## config.mk

```make
export PLATFORM = sky130hd
export DESIGN_NAME = image_sensor_config_regs
export DESIGN_NICKNAME = d
export VERILOG_FILES = /design/src/rtl/sensor_cfg_pkg.sv /design/src/rtl/hclk_divider.sv /design/src/rtl/image_sensor_config_regs.sv
export SDC_FILE = /design/constraint.sdc
export NUM_CORES = 1
export LEC_CHECK = 0
export BUFFER_PORTS_ARGS = -buffer_cell sky130_fd_sc_hd__buf_4
export CAP_MARGIN = 40
export CORE_MARGIN = 10
export CORE_UTILIZATION = 30
export DETAILED_ROUTE_END_ITERATION = 7
export PLACE_DENSITY = 0.53
export SLEW_MARGIN = 5
export SYNTH_ARGS = -nofsm -noshare
export SYNTH_HDL_FRONTEND = slang
export SYNTH_SLANG_ARGS = --single-unit
```

## constraint.sdc

```tcl
create_clock -name clk -period 3.2 [get_ports clk]
set_input_delay 0.64 -clock clk [delete_from_list [all_inputs] [get_ports clk]]
set_output_delay 0.64 -clock clk [all_outputs]
set_load 0.01 [all_outputs]
```

## src/rtl/sensor_cfg_pkg.sv

```systemverilog
// Package: register map, field layout and types of the sensor config bank
// Operation
// - Revision register reads a fixed value; host writes to it change nothing.
// - Busy bit reads 1 during power-on initialization, then 0.
// - Sleep bit set powers sensor down, same as the power-down pin.
// - Defect fix bit enables bad pixel detection and correction.
// - Dark level bit set disables compensation; cleared keeps it active.
// - Shutter pin enable bit lets the external snapshot pin act.
// - Mono select gives 2:1 row steps; colour gives 4:2 row pairs.
// - Interlace select picks interlaced readout, cleared means progressive.
// - Horizontal decimation enable bit switches horizontal sub-sampling.
// - Vertical decimation enable bit switches vertical sub-sampling.
// - External sync select makes sync signals slave inputs.
// - Amp skip routes sampler output straight to the converter.
// - Amp sleep bit powers down the gain amplifier.
// - Converter sleep bit powers down the 12-bit converter.
// - Divider values zero and one pass master clock; others divide it.
// - In slave mode frames and rows start only on external triggers.
package sensor_cfg_pkg;

    // Register offsets
    localparam logic [7:0] OFF_REV     = 8'h01;
    localparam logic [7:0] OFF_MAIN_A  = 8'h02;
    localparam logic [7:0] OFF_MAIN_B  = 8'h03;
    localparam logic [7:0] OFF_PWR     = 8'h04;
    localparam logic [7:0] OFF_DIV     = 8'h05;
    localparam logic [7:0] OFF_VMODE   = 8'h06;

    // Writable bits per register; everything else is reserved, except the read-only busy bit 7 of main A
    localparam logic [7:0] MASK_MAIN_A = 8'h78;
    localparam logic [7:0] MASK_MAIN_B = 8'hf4;
    localparam logic [7:0] MASK_PWR    = 8'h89;
    localparam logic [7:0] MASK_DIV    = 8'hff;
    localparam logic [7:0] MASK_VMODE  = 8'hf0;

    // Reset values
    localparam logic [7:0] RST_DIV     = 8'h04;

    // Field positions
    localparam int BIT_BUSY   = 7;
    localparam int BIT_SLEEP  = 6;
    localparam int BIT_DEFECT = 5;
    localparam int BIT_DARK   = 4;
    localparam int BIT_SNAP   = 3;
    localparam int BIT_MONO   = 7;
    localparam int BIT_ILACE  = 6;
    localparam int BIT_HDEC   = 5;
    localparam int BIT_VDEC   = 4;
    localparam int BIT_SLAVE  = 2;
    localparam int BIT_SKIP   = 7;
    localparam int BIT_AMPSL  = 3;
    localparam int BIT_ADCSL  = 0;

    // Serial link and power-on initialization constants
    localparam logic [3:0] BYTE_BITS   = 4'h8;
    localparam logic [2:0] LAST_TX_BIT = 3'h7;
    localparam logic [6:0] DEV_ADDR    = 7'h3c;
    localparam int         INIT_W      = 16;
    localparam int         INIT_CYCLES = 64;

    typedef enum logic [2:0] {
        S_IDLE, S_ADDR, S_PTR, S_WDATA, S_ACK, S_TX, S_RACK
    } link_state_t;

    typedef struct packed {
        logic sensor_asleep;
        logic defect_fix_enable;
        logic dark_comp_active;
        logic shutter_request;
        logic mono_sensor_select;
        logic interlace_select;
        logic horiz_decimate_enable;
        logic vert_decimate_enable;
        logic external_sync_select;
        logic amp_skip_select;
        logic amp_sleep_bit;
        logic converter_sleep_bit;
        logic init_in_progress_flag;
        logic frame_start;
        logic row_start;
    } sensor_ctrl_t;

    typedef struct packed {
        logic [7:0] cnt;
        logic       tick;
    } div_state_t;

endpackage : sensor_cfg_pkg

```

## src/rtl/hclk_divider.sv

```systemverilog
// Internal sensor clock enable generator from the master clock
`timescale 1ns/10ps
module hclk_divider
    import sensor_cfg_pkg::*;
#(
    parameter int W = 8
)
(
    // Clock and reset
    input  wire logic         clk,
    input  wire logic         rst,
    // Divide control
    input  wire logic [W-1:0] divide,
    // Sensor clock enable
    output logic              hclk_tick
);

    div_state_t st_reg;
    div_state_t st_next;

    // Zero and one both give a tick every master clock
    always_comb
    begin
        st_next = st_reg;
        if (divide == '0 || st_reg.cnt >= 8'(divide - 1'b1))
        begin
            st_next.cnt  = '0;
            st_next.tick = 1'b1;
        end
        else
        begin
            st_next.cnt  = st_reg.cnt + 8'h01;
            st_next.tick = 1'b0;
        end
    end

    // State register
    always_ff @(posedge clk or posedge rst)
    begin
        if (rst)
            st_reg <= '0;
        else
            st_reg <= st_next;
    end

    assign hclk_tick = st_reg.tick;

endmodule : hclk_divider

```

## src/rtl/image_sensor_config_regs.sv

```systemverilog
// Sensor config register bank behind a two-wire serial slave
`timescale 1ns/10ps
module image_sensor_config_regs
    import sensor_cfg_pkg::*;
#(
    parameter logic [7:0] REVISION   = 8'h5a,  // Arbitrary value
    parameter int         INIT_COUNT = INIT_CYCLES
)
(
    // Clock and reset
    input  wire logic  clk,
    input  wire logic  rst,
    // Two-wire serial port
    input  wire logic  scl_in,
    input  wire logic  sda_in,
    output logic       sda_out,
    output logic       sda_oe,
    // Sensor pins
    input  wire logic  pdwn_pin,
    input  wire logic  snapshot_pin,
    input  wire logic  row_trig,
    input  wire logic  frame_trig,
    // Internal timing requests in master mode
    input  wire logic  int_row_due,
    input  wire logic  int_frame_due,
    // Controls to the sensor core
    output sensor_ctrl_t ctrl,
    output logic       hclk_tick
);

    typedef struct packed {
        link_state_t        link;
        link_state_t        after_ack;
        logic [3:0]         bit_cnt;
        logic [7:0]         shifter;
        logic [7:0]         ptr;
        logic               read_dir;
        logic               read_more;
        logic               sda_drive;
        logic               scl_prev;
        logic               sda_prev;
        logic [7:0]         main_a;
        logic [7:0]         main_b;
        logic [7:0]         pwr;
        logic [7:0]         divider;
        logic [7:0]         vmode;
        logic [INIT_W-1:0]  init_cnt;
        logic               snap_prev;
        logic               row_prev;
        logic               frame_prev;
        sensor_ctrl_t       ctrl;
    } cfg_state_t;

    cfg_state_t st_reg;
    cfg_state_t st_next;
    logic       scl_rise;
    logic       scl_fall;
    logic       start_cond;
    logic       stop_cond;
    logic [7:0] rd_val;
    logic       busy_next;

    ////////////////////////////////////////////////////////////////////////
    // Read path

    // Reserved bits are never stored, so they read back as zero
    function automatic logic [7:0] read_reg(input cfg_state_t s);
        logic [7:0] v;
        v = 8'h00;
        case (s.ptr)
            OFF_REV:    v = REVISION;
            OFF_MAIN_A: v = s.main_a
                            | {s.ctrl.init_in_progress_flag, 7'h00};
            OFF_MAIN_B: v = s.main_b;
            OFF_PWR:    v = s.pwr;
            OFF_DIV:    v = s.divider;
            OFF_VMODE:  v = s.vmode;
            default:    v = 8'h00;
        endcase
        return v;
    endfunction : read_reg

    assign rd_val = read_reg(st_reg);

    ////////////////////////////////////////////////////////////////////////
    // Serial slave and control update

    // Line events from the previous sample; inputs arrive synchronous
    always_comb
    begin
        scl_rise   = scl_in & ~st_reg.scl_prev;
        scl_fall   = ~scl_in & st_reg.scl_prev;
        start_cond = scl_in & st_reg.scl_prev & st_reg.sda_prev & ~sda_in;
        stop_cond  = scl_in & st_reg.scl_prev & ~st_reg.sda_prev & sda_in;
        busy_next  = st_reg.init_cnt < INIT_W'(INIT_COUNT);
    end

    // Whole next state
    always_comb
    begin
        st_next          = st_reg;
        st_next.scl_prev = scl_in;
        st_next.sda_prev = sda_in;

        // Power-on initialization timer
        if (busy_next)
            st_next.init_cnt = st_reg.init_cnt + 1'b1;

        // Link protocol; start and stop override any byte in flight
        if (start_cond)
        begin
            st_next.link      = S_ADDR;
            st_next.bit_cnt   = '0;
            st_next.sda_drive = 1'b0;
        end
        else if (stop_cond)
        begin
            st_next.link      = S_IDLE;
            st_next.sda_drive = 1'b0;
        end
        else
        begin
            case (st_reg.link)
                S_IDLE:
                begin
                    st_next.sda_drive = 1'b0;
                end
                S_ADDR, S_PTR, S_WDATA:
                begin
                    if (scl_rise)
                    begin
                        st_next.shifter = {st_reg.shifter[6:0], sda_in};
                        st_next.bit_cnt = st_reg.bit_cnt + 1'b1;
                    end
                    else if (scl_fall && st_reg.bit_cnt == BYTE_BITS)
                    begin
                        st_next.bit_cnt   = '0;
                        st_next.link      = S_ACK;
                        st_next.sda_drive = 1'b1;
                        case (st_reg.link)
                            S_ADDR:
                            begin
                                // Foreign address: stay off the bus
                                if (st_reg.shifter[7:1] != DEV_ADDR)
                                begin
                                    st_next.link      = S_IDLE;
                                    st_next.sda_drive = 1'b0;
                                end
                                st_next.read_dir  = st_reg.shifter[0];
                                st_next.after_ack = st_reg.shifter[0]
                                                    ? S_TX : S_PTR;
                            end
                            S_PTR:
                            begin
                                st_next.ptr       = st_reg.shifter;
                                st_next.after_ack = S_WDATA;
                            end
                            default:
                            begin
                                // Data byte write, pointer steps on
                                st_next.after_ack = S_WDATA;
                                st_next.ptr       = st_reg.ptr + 8'h01;
                                case (st_reg.ptr)
                                    OFF_MAIN_A: st_next.main_a =
                                        st_reg.shifter & MASK_MAIN_A;
                                    OFF_MAIN_B: st_next.main_b =
                                        st_reg.shifter & MASK_MAIN_B;
                                    OFF_PWR:    st_next.pwr =
                                        st_reg.shifter & MASK_PWR;
                                    OFF_DIV:    st_next.divider =
                                        st_reg.shifter & MASK_DIV;
                                    OFF_VMODE:  st_next.vmode =
                                        st_reg.shifter & MASK_VMODE;
                                    default:    st_next.ptr =
                                        st_reg.ptr + 8'h01;
                                endcase
                            end
                        endcase
                    end
                end
                S_ACK:
                begin
                    if (scl_fall)
                    begin
                        st_next.link      = st_reg.after_ack;
                        st_next.sda_drive = 1'b0;
                        if (st_reg.after_ack == S_TX)
                        begin
                            // First data bit goes out on this fall
                            st_next.shifter   = rd_val;
                            st_next.ptr       = st_reg.ptr + 8'h01;
                            st_next.sda_drive = ~rd_val[7];
                        end
                    end
                end
                S_TX:
                begin
                    if (scl_fall)
                    begin
                        if (st_reg.bit_cnt[2:0] == LAST_TX_BIT)
                        begin
                            st_next.link      = S_RACK;
                            st_next.sda_drive = 1'b0;
                            st_next.read_more = 1'b0;
                        end
                        else
                        begin
                            st_next.shifter   = {st_reg.shifter[6:0], 1'b0};
                            st_next.sda_drive = ~st_reg.shifter[6];
                        end
                        st_next.bit_cnt = st_reg.bit_cnt + 1'b1;
                    end
                end
                S_RACK:
                begin
                    // Host acknowledge asks for the next byte
                    if (scl_rise)
                        st_next.read_more = ~sda_in;
                    else if (scl_fall)
                    begin
                        st_next.bit_cnt = '0;
                        if (st_reg.read_more)
                        begin
                            st_next.link      = S_TX;
                            st_next.shifter   = rd_val;
                            st_next.ptr       = st_reg.ptr + 8'h01;
                            st_next.sda_drive = ~rd_val[7];
                        end
                        else
                            st_next.link = S_IDLE;
                    end
                end
                default:
                begin
                    st_next.link      = S_IDLE;
                    st_next.sda_drive = 1'b0;
                end
            endcase
        end

        // Sensor controls, registered so every output is a flop
        st_next.ctrl.init_in_progress_flag = busy_next;
        st_next.ctrl.sensor_asleep =
            st_reg.main_a[BIT_SLEEP] | pdwn_pin;
        st_next.ctrl.defect_fix_enable = st_reg.main_a[BIT_DEFECT];
        st_next.ctrl.dark_comp_active  = ~st_reg.main_a[BIT_DARK];
        st_next.ctrl.mono_sensor_select = st_reg.main_b[BIT_MONO];
        st_next.ctrl.interlace_select  = st_reg.main_b[BIT_ILACE];
        st_next.ctrl.horiz_decimate_enable =
            st_reg.main_b[BIT_HDEC];
        st_next.ctrl.vert_decimate_enable =
            st_reg.main_b[BIT_VDEC];
        st_next.ctrl.external_sync_select =
            st_reg.main_b[BIT_SLAVE];
        st_next.ctrl.amp_skip_select   = st_reg.pwr[BIT_SKIP];
        st_next.ctrl.amp_sleep_bit     = st_reg.pwr[BIT_AMPSL];
        st_next.ctrl.converter_sleep_bit = st_reg.pwr[BIT_ADCSL];

        // Snapshot pin edge, ignored unless enabled
        st_next.snap_prev = snapshot_pin;
        st_next.ctrl.shutter_request = st_reg.main_a[BIT_SNAP]
            & snapshot_pin & ~st_reg.snap_prev;

        // Frame and row starts; slave mode waits for trigger edges
        st_next.row_prev   = row_trig;
        st_next.frame_prev = frame_trig;
        if (st_reg.main_b[BIT_SLAVE])
        begin
            st_next.ctrl.row_start   = row_trig & ~st_reg.row_prev;
            st_next.ctrl.frame_start =
                frame_trig & ~st_reg.frame_prev;
        end
        else
        begin
            st_next.ctrl.row_start   = int_row_due;
            st_next.ctrl.frame_start = int_frame_due;
        end
        // A sleeping or initializing sensor starts no rows or frames
        if (busy_next | st_next.ctrl.sensor_asleep)
        begin
            st_next.ctrl.row_start   = 1'b0;
            st_next.ctrl.frame_start = 1'b0;
        end
    end

    // State register; controls wake at their documented defaults
    always_ff @(posedge clk or posedge rst)
    begin
        if (rst)
        begin
            st_reg                            <= '0;
            st_reg.link                       <= S_IDLE;
            st_reg.after_ack                  <= S_IDLE;
            st_reg.scl_prev                   <= 1'b1;
            st_reg.sda_prev                   <= 1'b1;
            st_reg.divider                    <= RST_DIV;
            st_reg.ctrl.init_in_progress_flag <= 1'b1;
            st_reg.ctrl.dark_comp_active      <= 1'b1;
        end
        else
            st_reg <= st_next;
    end

    ////////////////////////////////////////////////////////////////////////
    // Sensor clock and outputs

    // Divider output is itself a flop inside the divider
    hclk_divider #(
        .W         (8)
    ) u_hclk (
        .clk       (clk),
        .rst       (rst),
        .divide    (st_reg.divider),
        .hclk_tick (hclk_tick)
    );

    // Open drain: the line is only ever pulled low
    assign sda_out = 1'b0;
    assign sda_oe  = st_reg.sda_drive;
    assign ctrl    = st_reg.ctrl;
endmodule : image_sensor_config_regs

```

==> Word-level counts from Yosys, hierarchy flattened <==
Index checks and enable logic that the tools add are counted.
{ "op_classes": {"add_sub_neg": 5, "magnitude_cmp": 2, "n_eq_ne": 43, "mux": 55, "bitwise_logic": 28, "reduce_logical": 23} }
{ "op_table": {"columns": ["cell", "n"], "rows": [
  ["$mux 16", 3],
  ["$pmux 8 s6", 1],
  ["$reduce_and 7->1", 6],
  ["$mux 20", 2],
  ["$mux 3", 12],
  ["$ne 4x4->1 const B", 9],
  ["$pmux 8 s4", 1],
  ["$ne 2x2->1 const B", 14],
  ["$mux 9", 3],
  ["$eq 8x3->1 const B", 3],
  ["$pmux 8 s3", 1],
  ["$mux 22", 1],
  ["$reduce_and 11->1", 2],
  ["$reduce_and 6->1", 3],
  ["$add 16x1->16 const B", 1],
  ["$add 8x1->8 const B", 2],
  ["$eq 8x2->1 const B", 2],
  ["$lt 16x7->1 const B", 1],
  ["$mux 1", 16],
  ["$mux 8", 2],
  ["$pmux 8 s2", 1],
  ["$eq 3x3->1 const B", 5],
  ["$pmux 3 s5", 1],
  ["$not 1->1", 14],
  ["other kinds (31)", 50]
]} }
{ "totals": {"regBits": 98, "input_bits": 10, "output_inout_bits": 18, "word_cells": 192} }

==> Depth between registers and ports, before layout <==
Gate-level depths: netlist of the first run.
{ "depth": {"ltp_word": 9, "ltp_mapped": 10, "ltp_nobuf": 10} }

==> Cells and area by module <==
From an unflattened synthesis of the first run, not the netlist that was laid out.
{ "hier_totals": {"cells_unflattened": 468, "area_unflattened_um2": 5012.3} }
{ "by_module_without_submodules": {"columns": ["module", "n_inst", "cells_per_inst", "area_each_um2", "seq_area_each_um2"], "rows": [
  ["image_sensor_config_regs", 1, 398, 4341.7, 2208.4],
  ["hclk_divider", 1, 70, 670.6, 225.2]
]} }

==> Worst setup path after synthesis of the first run <==
OpenSTA, ideal clock, no wires.
{ "synth_path": {"kind": "register to register", "startpoint": "reg st_reg[42] (netlist bit)", "endpoint": "reg u_hclk.st_reg[3] (netlist bit)", "setup_ns": 0.152, "t_arrival_ns": 2.508, "t_required_ns": 3.048, "slack_ns": 0.540, "stages_incl_launch_ff": 10, "path_buffers": 0, "period_less_slack_ns": 2.660, "cell_sequence": "dfrtp_1 inv_1 ha_1 or3b_2 nor3_1 xnor2_1 ha_1 nand4_1 o31ai_1 nor2_1"} }
{ "synth_rtl": {"columns": ["element", "line_no", "text"], "rows": [
  ["start, declared", "image_sensor_config_regs.sv:54", "cfg_state_t st_reg;"],
  ["start signal, assigned", "image_sensor_config_regs.sv:301", "st_reg <= st_next;"],
  ["end signal, assigned", "hclk_divider.sv:43", "st_reg <= st_next;"],
  ["end, declared", "hclk_divider.sv:18", "div_state_t st_reg;"]
]} }

==> report_table.html, run 1 <==
<table>
<tr><th>Metric</th><th>Value</th></tr>
<tr><th colspan="2">Run status</th></tr>
<tr><td>Run status</td><td>finished, final reports clean</td></tr>
<tr><th colspan="2">STA</th></tr>
<tr><td>Final worst path period need</td><td>about 2.8 ns</td></tr>
<tr><td>Setup clock skew after layout</td><td>0.00666 ns</td></tr>
<tr><td>Max Freq</td><td>~360 MHz</td></tr>
<tr><td>Final Hold Viols</td><td>0</td></tr>
<tr><td>Count of final max-slew check failures</td><td>0</td></tr>
<tr><td>Worst Max-Slew Pin Slew</td><td>0.688 ns</td></tr>
<tr><td>Final period utilization</td><td>between 80% and 90%</td></tr>
<tr><td>Worst rel slew slack</td><td>between 50% and 60%</td></tr>
<tr><td>Total Negative Setup Slacks</td><td>0 ns</td></tr>
<tr><td>Setup repair after global routing missed its margin</td><td>no</td></tr>
<tr><td>Final setup violation count</td><td>0</td></tr>
<tr><th colspan="2">Synth</th></tr>
<tr><td>Mapped Area</td><td>5060 um2</td></tr>
<tr><td>Synth unique cells</td><td>69</td></tr>
<tr><td>Share of the yosys chip area belonging to registers</td><td>between 40% and 50%</td></tr>
<tr><td>Mean instance size in the synthesized netlist</td><td>between 10 and 15 um2</td></tr>
<tr><td>Syn. warnings</td><td>0</td></tr>
<tr><td>Number of register bits inferred by synthesis</td><td>97</td></tr>
<tr><td>Post-Syn Nets</td><td>around 500</td></tr>
<tr><td>Proportion of synthesized flip-flops having asynchronous set or reset</td><td>100%</td></tr>
<tr><td>Count of flip-flops with a built-in enable after synthesis</td><td>0</td></tr>
<tr><td>Main flop type after synthesis</td><td>sky130_fd_sc_hd__dfrtp_1</td></tr>
<tr><td>Cell count after synthesis</td><td>466</td></tr>
<tr><th colspan="2">Setup path</th></tr>
<tr><td>Reg-to-reg setup timing slack</td><td>approximately 0.40 ns</td></tr>
<tr><td>Launch point of the worst reg-to-reg path</td><td>st_reg[42]</td></tr>
<tr><td>Critical Path Fanout Max</td><td>8</td></tr>
<tr><td>Type of destination of the critical path</td><td>flop</td></tr>
<tr><td>Startpoint of the most critical setup path</td><td>st_reg[42]</td></tr>
<tr><td>Setup CP Type</td><td>reg2reg</td></tr>
<tr><td>Required time at the endpoint of the critical path</td><td>around 3.5 ns</td></tr>
<tr><td>CP Launch Type</td><td>flop</td></tr>
<tr><td>Critical path data arrival time</td><td>between 3 and 4 ns</td></tr>
<tr><th colspan="2">GRT</th></tr>
<tr><td>Initial antenna violation count</td><td>0</td></tr>
<tr><td>Wire length of the first global-routing pass</td><td>18,000 um</td></tr>
<tr><td>Gr usage total</td><td>9.85%</td></tr>
<tr><td>Number of global-route vias before repair</td><td>approximately 3.4k</td></tr>
<tr><td>Aggregate global routing overflow</td><td>0</td></tr>
<tr><td>Pin count of the biggest net entering global routing</td><td>55</td></tr>
<tr><th colspan="2">Clock tree</th></tr>
<tr><td>Latest clock arrival within the worst-skew pair</td><td>0.34 ns</td></tr>
<tr><td>Buffer count from post-CTS setup fixing</td><td>0</td></tr>
<tr><td>Post-CTS resize count</td><td>0</td></tr>
<tr><td>Clock Sink Count</td><td>slightly below 100</td></tr>
<tr><td>Number of H-tree levels</td><td>3</td></tr>
<tr><td>Post-cts hold buffer count</td><td>0</td></tr>
<tr><td>Root buffer selected by CTS</td><td>sky130_fd_sc_hd__clkbuf_16</td></tr>
<tr><td>Clock tree from TritonCTS</td><td>done</td></tr>
<tr><td>Clock transition time at the flip-flop clock pins of the worst setup and hold paths</td><td>~0.07 ns</td></tr>
<tr><td>Cts bufs inserted</td><td>9</td></tr>
<tr><td>Number of buffers between clock root and the deepest sink</td><td>2</td></tr>
<tr><th colspan="2">Die</th></tr>
<tr><td>Placeable core region</td><td>~17,000 um2</td></tr>
<tr><td>Initial core utilization</td><td>30.5%</td></tr>
<tr><td>Vertical extent of the die</td><td>150 um</td></tr>
<tr><td>Die footprint</td><td>roughly 22,000 um2</td></tr>
<tr><td>Overall die width</td><td>150 um</td></tr>
<tr><td>Boundary pin count</td><td>28</td></tr>
<tr><td>Count of standard-cell rows</td><td>between 40 and 50</td></tr>
<tr><th colspan="2">Drt</th></tr>
<tr><td>Highest metal layer used by the detailed router</td><td>met4</td></tr>
<tr><td>Antenna-violating nets left</td><td>0</td></tr>
<tr><td>Via count</td><td>between 3k and 4k</td></tr>
<tr><td>Detailed router's first-iteration violation count</td><td>157</td></tr>
<tr><td>Overall routed net length</td><td>between 10,000 and 15,000 um</td></tr>
<tr><td>Met1 wire length</td><td>about 5200 um</td></tr>
<tr><td>First-pass detailed-route iteration total</td><td>4</td></tr>
<tr><td>Residual DRC</td><td>0</td></tr>
<tr><td>Average routed wire per standard cell</td><td>~16 um</td></tr>
<tr><td>Ratio of routed vias to standard cells</td><td>between 4 and 5</td></tr>
<tr><td>Routed length on met3</td><td>roughly 370 um</td></tr>
<tr><td>Length of routed met2 wiring</td><td>5100 um</td></tr>
<tr><th colspan="2">Cells and area</th></tr>
<tr><td>Sequential cell area in the final layout</td><td>2430 um2</td></tr>
<tr><td>Layout overhead on the synthesized area</td><td>11.1%</td></tr>
<tr><td>Fillers</td><td>between 1.5k and 2k</td></tr>
<tr><td>Area of combinational cells with multiple inputs</td><td>roughly 2300 um2</td></tr>
<tr><td>Number of nets in the finished design</td><td>slightly below 500</td></tr>
<tr><td>Count of placed standard cells in the final layout, fillers left out</td><td>688</td></tr>
<tr><td>Largest register FFs</td><td>between 60 and 70</td></tr>
<tr><td>Share of final-layout standard cells stronger than drive strength 1</td><td>between 20% and 30%</td></tr>
<tr><td>Total inserted antenna cells</td><td>0</td></tr>
<tr><td>Summed area of non-filler cells in the final layout</td><td>between 5000 and 6000 um2</td></tr>
<tr><td>Final core utilization</td><td>33.9%</td></tr>
<tr><th colspan="2">Power</th></tr>
<tr><td>Power density normalized to cell area</td><td>roughly 580 nW/um2</td></tr>
<tr><td>Portion of total power attributed to combinational logic</td><td>a little over a fifth</td></tr>
<tr><td>Fraction of power consumed by the clock network</td><td>about a third</td></tr>
<tr><td>Peak supply drop</td><td>between 0.0002 and 0.0003 V</td></tr>
<tr><td>Total power</td><td>3.25 mW</td></tr>
<tr><td>Internal</td><td>~2.2 mW</td></tr>
<tr><td>Net switching power</td><td>roughly 1.1 mW</td></tr>
<tr><td>Net switching fraction of the power</td><td>around a third</td></tr>
<tr><td>Leakage dissipation</td><td>2.54 nW</td></tr>
<tr><td>Sequential share of power</td><td>46.5%</td></tr>
<tr><th colspan="2">Hold path</th></tr>
<tr><td>Worst Hold Class</td><td>in2async</td></tr>
<tr><th colspan="2">Place</th></tr>
<tr><td>Count of placed standard cells including taps</td><td>672</td></tr>
<tr><td>Placer congestion estimate</td><td>approximately 0.8</td></tr>
<tr><td>Placed cell areas</td><td>approximately 5300 um2</td></tr>
<tr><td>Buffers on Ports</td><td>26</td></tr>
<tr><td>Detailed-placement wirelength estimate</td><td>slightly below 8000 um</td></tr>
<tr><th colspan="2">Job</th></tr>
<tr><td>Number of max-cap violations</td><td>0</td></tr>
</table>
synthesized netlist by cell type (2+ instances only):
master                      number  share of area [%]
sky130_fd_sc_hd__dfrtp_1        92                 45
sky130_fd_sc_hd__nor2_1         31                2.3
sky130_fd_sc_hd__nand2_1        30                2.2
sky130_fd_sc_hd__mux2_2         29                6.5
sky130_fd_sc_hd__buf_4          19                2.8
sky130_fd_sc_hd__clkbuf_1       18                1.3
sky130_fd_sc_hd__ha_1           18                4.5
sky130_fd_sc_hd__o21ai_0        17                1.7
sky130_fd_sc_hd__a21oi_1        15                1.5
sky130_fd_sc_hd__inv_1          13               0.96
sky130_fd_sc_hd__nand2b_1       13                1.6
sky130_fd_sc_hd__nand3_1        13                1.3
sky130_fd_sc_hd__xnor2_1        11                1.9
sky130_fd_sc_hd__mux2_1          9                2.0
sky130_fd_sc_hd__and3_1          8               0.99
sky130_fd_sc_hd__buf_2           8               0.79
sky130_fd_sc_hd__o31ai_1         7                1.0
sky130_fd_sc_hd__xor2_1          7                1.2
sky130_fd_sc_hd__a31oi_1         6               0.74
sky130_fd_sc_hd__a21o_1          5               0.74
sky130_fd_sc_hd__dfstp_2         5                2.6
sky130_fd_sc_hd__nand3b_1        5               0.74
sky130_fd_sc_hd__nor3_1          5               0.49
sky130_fd_sc_hd__a211oi_1        4               0.59
sky130_fd_sc_hd__a221oi_1        4               0.69
sky130_fd_sc_hd__a22o_1          4               0.69
sky130_fd_sc_hd__nor2b_1         4               0.49
sky130_fd_sc_hd__o41ai_1         4               0.69
sky130_fd_sc_hd__or2_2           4               0.49
sky130_fd_sc_hd__a22oi_1         3               0.44
sky130_fd_sc_hd__mux2i_1         3               0.59
sky130_fd_sc_hd__nor4_1          3               0.37
sky130_fd_sc_hd__nor4b_1         3               0.52
sky130_fd_sc_hd__o22a_1          3               0.52
sky130_fd_sc_hd__o2bb2ai_1       3               0.52
sky130_fd_sc_hd__a222oi_1        2               0.40
sky130_fd_sc_hd__a2bb2oi_1       2               0.35
sky130_fd_sc_hd__and3b_1         2               0.35
sky130_fd_sc_hd__nand4_1         2               0.25
sky130_fd_sc_hd__o2111a_1        2               0.44
sky130_fd_sc_hd__o22ai_1         2               0.25
area by class of cell:
class                           count  share of cell area, %
Clock inverter                      7                   1.11
Multi-Input combinational cell    310                   41.3
Inverter                           13                  0.912
Sequential cell                    97                   43.3
Tap cell                          220                   4.90
Clock buffer                        9                   4.01
Timing Repair Buffer               32                   4.45
power groups by stage:
| stage | combinational (mW) | sequential [mW] | clock [mW] |
|---|---|---|---|
| after detailed placement | 0.700 | 1.53 | 0 |
| after CTS | 0.703 | 1.51 | 1.07 |
| after global placement | 0.689 | 1.53 | 0 |
| after floorplan | 0.589 | 1.43 | 0 |
| final | 0.700 | 1.51 | 1.04 |
| after global routing | 0.772 | 1.53 | 1.13 |
worst paths after layout:
check,end,depth (start not counted)
worst max-delay path,u_hclk.st_reg[6],11
worst min-delay path,ctrl[3],2
worst max register to register,u_hclk.st_reg[6],11
worst min register to register,st_reg[26],0
max in group asynchronous,ctrl[12],3
min in group clk,st_reg[26],0
stage by stage:
| stage | setup slack, ns | hold slack [ns] |
|---|---|---|
| after floorplan | 0.0346 | 0.363 |
| after global placement | 0.238 | 0.358 |
| after detailed placement | 0.402 | 0.361 |
| after CTS | 0.389 | 0.378 |
| after global routing | 0.144 | 0.392 |
| final | 0.403 | 0.367 |
layout by cell type (no fill, tap or decap), drive strengths merged, types with 6 or more instances in the layout:
master	instances
a21oi	15
a31oi	6
and3	8
buf	32
clkbuf	9
dfrtp	92
ha	18
inv	16
mux2	38
nand2	30
nand2b	13
nand3	15
nor2	31
nor3	6
o21ai	18
o31ai	7
xnor2	11
xor2	8
worst max-delay path, stage by stage, from the launching register on:
cell	delay, ns
sky130_fd_sc_hd__dfrtp_1	0.39
sky130_fd_sc_hd__inv_1	0.11
sky130_fd_sc_hd__ha_1	0.18
sky130_fd_sc_hd__or3b_2	0.47
sky130_fd_sc_hd__nor3_1	0.28
sky130_fd_sc_hd__xnor2_1	0.17
sky130_fd_sc_hd__ha_1	0.26
sky130_fd_sc_hd__a21o_1	0.16
sky130_fd_sc_hd__a221oi_1	0.28
sky130_fd_sc_hd__o31ai_1	0.14
sky130_fd_sc_hd__buf_2	0.19
sky130_fd_sc_hd__nor2_1	0.11
cell families after synthesis:
family	share of synthesized area [%]
and+or+nand+nor	15.7
xor gates and xnor gates	3.44
AOI/OAI and AO/OA	13.2
muxes	9.05
adders and majority gates	4.45
DFF	48.1
other	0.0741
buffers and inverters	5.98
metal layers:
metal	vias to the layer above	global-route usage [%]
met3	10	1.78
met1	1654	12.8
li1	1660	-
met5	-	0
met2	42	16.0
met4	0	3.74
No activity file was read; power rests on OpenSTA's default activity.
==> run 2, diff against run 1 <==
--- a/config.mk
+++ b/config.mk
@@ -5,6 +5,7 @@
 export SDC_FILE = /design/constraint.sdc
 export NUM_CORES = 1
 export LEC_CHECK = 0
+export ABC_AREA = 1
 export BUFFER_PORTS_ARGS = -buffer_cell sky130_fd_sc_hd__buf_4
 export CAP_MARGIN = 40
 export CORE_MARGIN = 10
==> report_table.html, run 2 <==
<table>
<tr><th>Metric</th><th>Value</th></tr>
<tr><th colspan="2">Setup path</th></tr>
<tr><td>Setup CP Type</td><td>reg2reg</td></tr>
<tr><td>Startpoint of the most critical setup path</td><td>st_reg[42]</td></tr>
<tr><td>R2R depth</td><td>14 (+3)</td></tr>
<tr><td>Type of destination of the critical path</td><td>flop</td></tr>
<tr><td>Critical Path Fanout Max</td><td>9 (+1)</td></tr>
<tr><td>CP Launch Type</td><td>flop</td></tr>
<tr><td>Launch point of the worst reg-to-reg path</td><td>st_reg[42]</td></tr>
<tr><td>Required time at the endpoint of the critical path</td><td>3.46 ns (-0.02 ns)</td></tr>
<tr><td>Critical path data arrival time</td><td>2.81 ns (-0.27 ns)</td></tr>
<tr><th colspan="2">STA</th></tr>
<tr><td>Final setup violation count</td><td>0 (unchanged)</td></tr>
<tr><td>Total Negative Setup Slacks</td><td>0 ns (unchanged)</td></tr>
<tr><td>Setup clock skew after layout</td><td>0.0134 ns (+0.00670 ns)</td></tr>
<tr><td>Final period utilization</td><td>79.8% (-7.6 points)</td></tr>
<tr><td>Setup repair after global routing missed its margin</td><td>no</td></tr>
<tr><td>Final worst path period need</td><td>2.55 ns (-0.244 ns)</td></tr>
<tr><td>Final Hold Viols</td><td>0 (unchanged)</td></tr>
<tr><td>Count of final max-slew check failures</td><td>0 (unchanged)</td></tr>
<tr><td>Fin Hold WS</td><td>0.270 ns (-0.0974 ns)</td></tr>
<tr><td>Max Freq</td><td>392 MHz (+9.6%)</td></tr>
<tr><th colspan="2">Synth</th></tr>
<tr><td>Cell count after synthesis</td><td>642 (+38%)</td></tr>
<tr><td>Post-Syn Nets</td><td>670 (+36%)</td></tr>
<tr><td>Proportion of synthesized flip-flops having asynchronous set or reset</td><td>100% (unchanged)</td></tr>
<tr><td>Main flop type after synthesis</td><td>sky130_fd_sc_hd__dfrtp_1</td></tr>
<tr><td>Leading cell types by total area after synthesis</td><td>sky130_fd_sc_hd__dfrtp_1 44%, sky130_fd_sc_hd__nand2_1 11%, sky130_fd_sc_hd__nor2_1 4.7%</td></tr>
<tr><td>Syn. warnings</td><td>0 (unchanged)</td></tr>
<tr><td>Top cell type's share of synthesized area</td><td>43.8% (-1.7 points)</td></tr>
<tr><td>Cell with the most instances after synthesis</td><td>sky130_fd_sc_hd__nand2_1</td></tr>
<tr><td>Share of the yosys chip area belonging to registers</td><td>46.3% (-1.8 points)</td></tr>
<tr><td>Synth unique cells</td><td>41 (-41%)</td></tr>
<tr><td>Mean instance size in the synthesized netlist</td><td>8.18 um2 (-25%)</td></tr>
<tr><td>Cell type contributing the most total cell area after synthesis</td><td>sky130_fd_sc_hd__dfrtp_1</td></tr>
<tr><td>Most used standard cells in the synthesized netlist</td><td>153 x sky130_fd_sc_hd__nand2_1, 92 x sky130_fd_sc_hd__dfrtp_1, 66 x sky130_fd_sc_hd__nor2_1</td></tr>
<tr><td>Mapped Area</td><td>5250 um2 (+3.8%)</td></tr>
<tr><td>Number of register bits inferred by synthesis</td><td>97 (unchanged)</td></tr>
<tr><td>Count of flip-flops with a built-in enable after synthesis</td><td>0 (unchanged)</td></tr>
<tr><th colspan="2">Clock tree</th></tr>
<tr><td>Clock tree from TritonCTS</td><td>done</td></tr>
<tr><td>Latest clock arrival within the worst-skew pair</td><td>0.35 ns (about the same)</td></tr>
<tr><td>Clock Sink Count</td><td>97 (unchanged)</td></tr>
<tr><td>Cts bufs inserted</td><td>9 (unchanged)</td></tr>
<tr><td>Buffer count from post-CTS setup fixing</td><td>0 (unchanged)</td></tr>
<tr><td>Post-cts hold buffer count</td><td>0 (unchanged)</td></tr>
<tr><td>Clock transition time at the flip-flop clock pins of the worst setup and hold paths</td><td>0.07 ns (about the same)</td></tr>
<tr><td>Root buffer selected by CTS</td><td>sky130_fd_sc_hd__clkbuf_16</td></tr>
<tr><td>Post-CTS resize count</td><td>0 (unchanged)</td></tr>
<tr><td>Number of H-tree levels</td><td>3 (unchanged)</td></tr>
<tr><td>Number of buffers between clock root and the deepest sink</td><td>2 (unchanged)</td></tr>
<tr><th colspan="2">Cells and area</th></tr>
<tr><td>Total inserted antenna cells</td><td>0 (unchanged)</td></tr>
<tr><td>Final core utilization</td><td>34.0% (+0.10 points)</td></tr>
<tr><td>Sequential cell area in the final layout</td><td>2430 um2 (unchanged)</td></tr>
<tr><td>Summed area of non-filler cells in the final layout</td><td>5860 um2 (+4.3%)</td></tr>
<tr><td>Layout overhead on the synthesized area</td><td>11.6%</td></tr>
<tr><td>Share of final-layout standard cells stronger than drive strength 1</td><td>16.4% (-5.2 points)</td></tr>
<tr><td>Largest register FFs</td><td>63 (unchanged)</td></tr>
<tr><td>Number of nets in the finished design</td><td>676 (+38%)</td></tr>
<tr><td>Area of combinational cells with multiple inputs</td><td>2310 um2 (-0.54%)</td></tr>
<tr><td>Fillers</td><td>1,811 (+8.6%)</td></tr>
<tr><td>Most common cell after layout, fill and taps aside</td><td>sky130_fd_sc_hd__nand2_1</td></tr>
<tr><td>Highest-count cells in the layout ignoring fill and taps</td><td>153 x sky130_fd_sc_hd__nand2_1, 92 x sky130_fd_sc_hd__dfrtp_1, 66 x sky130_fd_sc_hd__nor2_1</td></tr>
<tr><th colspan="2">Die</th></tr>
<tr><td>Vertical extent of the die</td><td>152 um (+1.6%)</td></tr>
<tr><td>Boundary pin count</td><td>28 (unchanged)</td></tr>
<tr><td>Placeable core region</td><td>17,200 um2 (+3.9%)</td></tr>
<tr><td>Die footprint</td><td>23,200 um2 (+3.3%)</td></tr>
<tr><td>Overall die width</td><td>152 um (+1.6%)</td></tr>
<tr><td>Initial core utilization</td><td>30.5% (-0.046 points)</td></tr>
<tr><td>Count of standard-cell rows</td><td>48 (+2.1%)</td></tr>
<tr><th colspan="2">Place</th></tr>
<tr><td>Detailed-placement wirelength estimate</td><td>8650 um (+9.3%)</td></tr>
<tr><td>Placed cell areas</td><td>5540 um2 (+3.9%)</td></tr>
<tr><td>Buffers on Ports</td><td>26 (unchanged)</td></tr>
<tr><td>Placer congestion estimate</td><td>0.817 (+1.0%)</td></tr>
<tr><th colspan="2">GRT</th></tr>
<tr><td>Wire length of the first global-routing pass</td><td>20,400 um (+14%)</td></tr>
<tr><td>Pin count of the biggest net entering global routing</td><td>71 (+29%)</td></tr>
<tr><td>Gr usage total</td><td>10.5% (+0.66 points)</td></tr>
<tr><td>Number of global-route vias before repair</td><td>3,943 (+15%)</td></tr>
<tr><td>Aggregate global routing overflow</td><td>0 (unchanged)</td></tr>
<tr><td>Initial antenna violation count</td><td>0 (unchanged)</td></tr>
<tr><th colspan="2">Power</th></tr>
<tr><td>Internal</td><td>2.06 mW (-4.5%)</td></tr>
<tr><td>Portion of total power attributed to combinational logic</td><td>13.0% (-8.6 points)</td></tr>
<tr><td>Net switching fraction of the power</td><td>28.8% (-4.8 points)</td></tr>
<tr><td>Net switching power</td><td>0.831 mW (-24%)</td></tr>
<tr><td>Power density normalized to cell area</td><td>493 nW/um2 (-15%)</td></tr>
<tr><td>Sequential share of power</td><td>47.1% (+0.6 points)</td></tr>
<tr><td>Leakage dissipation</td><td>2.91 nW (+15%)</td></tr>
<tr><td>Peak supply drop</td><td>0.000299 V (+14%)</td></tr>
<tr><td>Fraction of power consumed by the clock network</td><td>39.9% (+7.9 points)</td></tr>
<tr><th colspan="2">Drt</th></tr>
<tr><td>Residual DRC</td><td>0 (unchanged)</td></tr>
<tr><td>Average routed wire per standard cell</td><td>13.2 um (-16%)</td></tr>
<tr><td>Antenna-violating nets left</td><td>0 (unchanged)</td></tr>
<tr><td>Via count</td><td>3,967 (+18%)</td></tr>
<tr><td>First-pass detailed-route iteration total</td><td>4 (unchanged)</td></tr>
<tr><td>Ratio of routed vias to standard cells</td><td>4.52 (-7.6%)</td></tr>
<tr><td>Detailed router's first-iteration violation count</td><td>248 (+58%)</td></tr>
<tr><td>Overall routed net length</td><td>11,600 um (+7.8%)</td></tr>
<tr><th colspan="2">Job</th></tr>
<tr><td>Number of max-cap violations</td><td>0 (unchanged)</td></tr>
<tr><th colspan="2">Hold path</th></tr>
<tr><td>Worst Hold Class</td><td>in2async</td></tr>
<tr><th colspan="2">Run status</th></tr>
<tr><td>Run status</td><td>finished, final reports clean</td></tr>
</table>
## run 2: cell types whose count changed in the layout (fill, tap and decap cells not counted), moves of 20 or more
cell                      previous run  this run
sky130_fd_sc_hd__nor2_1             31        66
sky130_fd_sc_hd__nand3_1            13        46
sky130_fd_sc_hd__inv_2               0        20
sky130_fd_sc_hd__nand2_1            30       153
sky130_fd_sc_hd__inv_1              12        57
sky130_fd_sc_hd__mux2_2             29         0
sky130_fd_sc_hd__o21ai_1             0        34
## run 2: power groups by stage
stage / Clock [mW] / Combinational [mW] / Sequential, mW
6_report: 1.15 / 0.375 / 1.36
5_1_grt: 1.24 / 0.426 / 1.37
4_1_cts: 1.19 / 0.377 / 1.36
3_5_place_dp: 0 / 0.376 / 1.38
3_3_place_gp: 0 / 0.374 / 1.38
2_1_floorplan: 0 / 0.255 / 1.36
## run 2: layer usage
metal / up-vias / global-route usage, % / wire, um
met5: - / 0 / 0
met4: 0 / 2.34 / 119
met3: 9 / 2.79 / 424
met2: 53 / 16.6 / 5360
met1: 1848 / 14.0 / 5710
li1: 2057 / - / -
## run 2: path summary, 6_finish.rpt
| kind | end | slack, ns |
|---|---|---|
| max in group asynchronous | st_reg[44] | 2.22 |
| min | st_reg[99] | 0.27 |
| min in group clk | st_reg[30] | 0.38 |
| min reg2reg | st_reg[30] | 0.38 |
| max | u_hclk.st_reg[4] | 0.65 |
| max reg2reg | u_hclk.st_reg[4] | 0.65 |
## run 2: cells by family (layout without fill, tap and decap cells)
family | Yosys count | count (layout) | synth area share, %
compound gates | 81 | 81 | 8.50
xor+xnor | 19 | 19 | 3.17
fa+ha+maj | 18 | 18 | 4.29
buf+inv | 111 | 122 | 9.65
flops | 97 | 97 | 46.3
other cells | 1 | 1 | 0.0714
simple gates | 315 | 315 | 28.0
## run 2: through the flow
step                      power, mW  setup WS [ns]  cells
after floorplan                1.62         0.0346    642
after global placement         1.75          0.768    862
after detailed placement       1.76          0.643    862
after CTS                      2.93          0.594    878
after global routing           3.04          0.307    878
final                          2.89          0.647    878
## run 2: cell type report
cell class              instances  share of cell area (%)
inverters                      79                    5.10
flip-flops and latches         97                    41.5
clock inverters                 5                    1.15
clock buffers                  11                    4.31
repair buffers                 27                    3.67
well taps                     225                    4.80
multi-input cells             434                    39.4
## run 2: worst max-delay path, cell delays in order, from the launching register on
cell and delay, ns:
sky130_fd_sc_hd__dfrtp_1 0.40, sky130_fd_sc_hd__inv_1 0.13, sky130_fd_sc_hd__ha_1 0.20, sky130_fd_sc_hd__inv_1 0.04, sky130_fd_sc_hd__nor2_1 0.12, sky130_fd_sc_hd__nand2_1 0.08
sky130_fd_sc_hd__nor2_1 0.15, sky130_fd_sc_hd__xor2_1 0.16, sky130_fd_sc_hd__inv_1 0.06, sky130_fd_sc_hd__ha_1 0.27, sky130_fd_sc_hd__nand2_1 0.08, sky130_fd_sc_hd__nor2_1 0.05
sky130_fd_sc_hd__a211oi_1 0.16, sky130_fd_sc_hd__nand4_1 0.35, sky130_fd_sc_hd__nor2_1 0.22
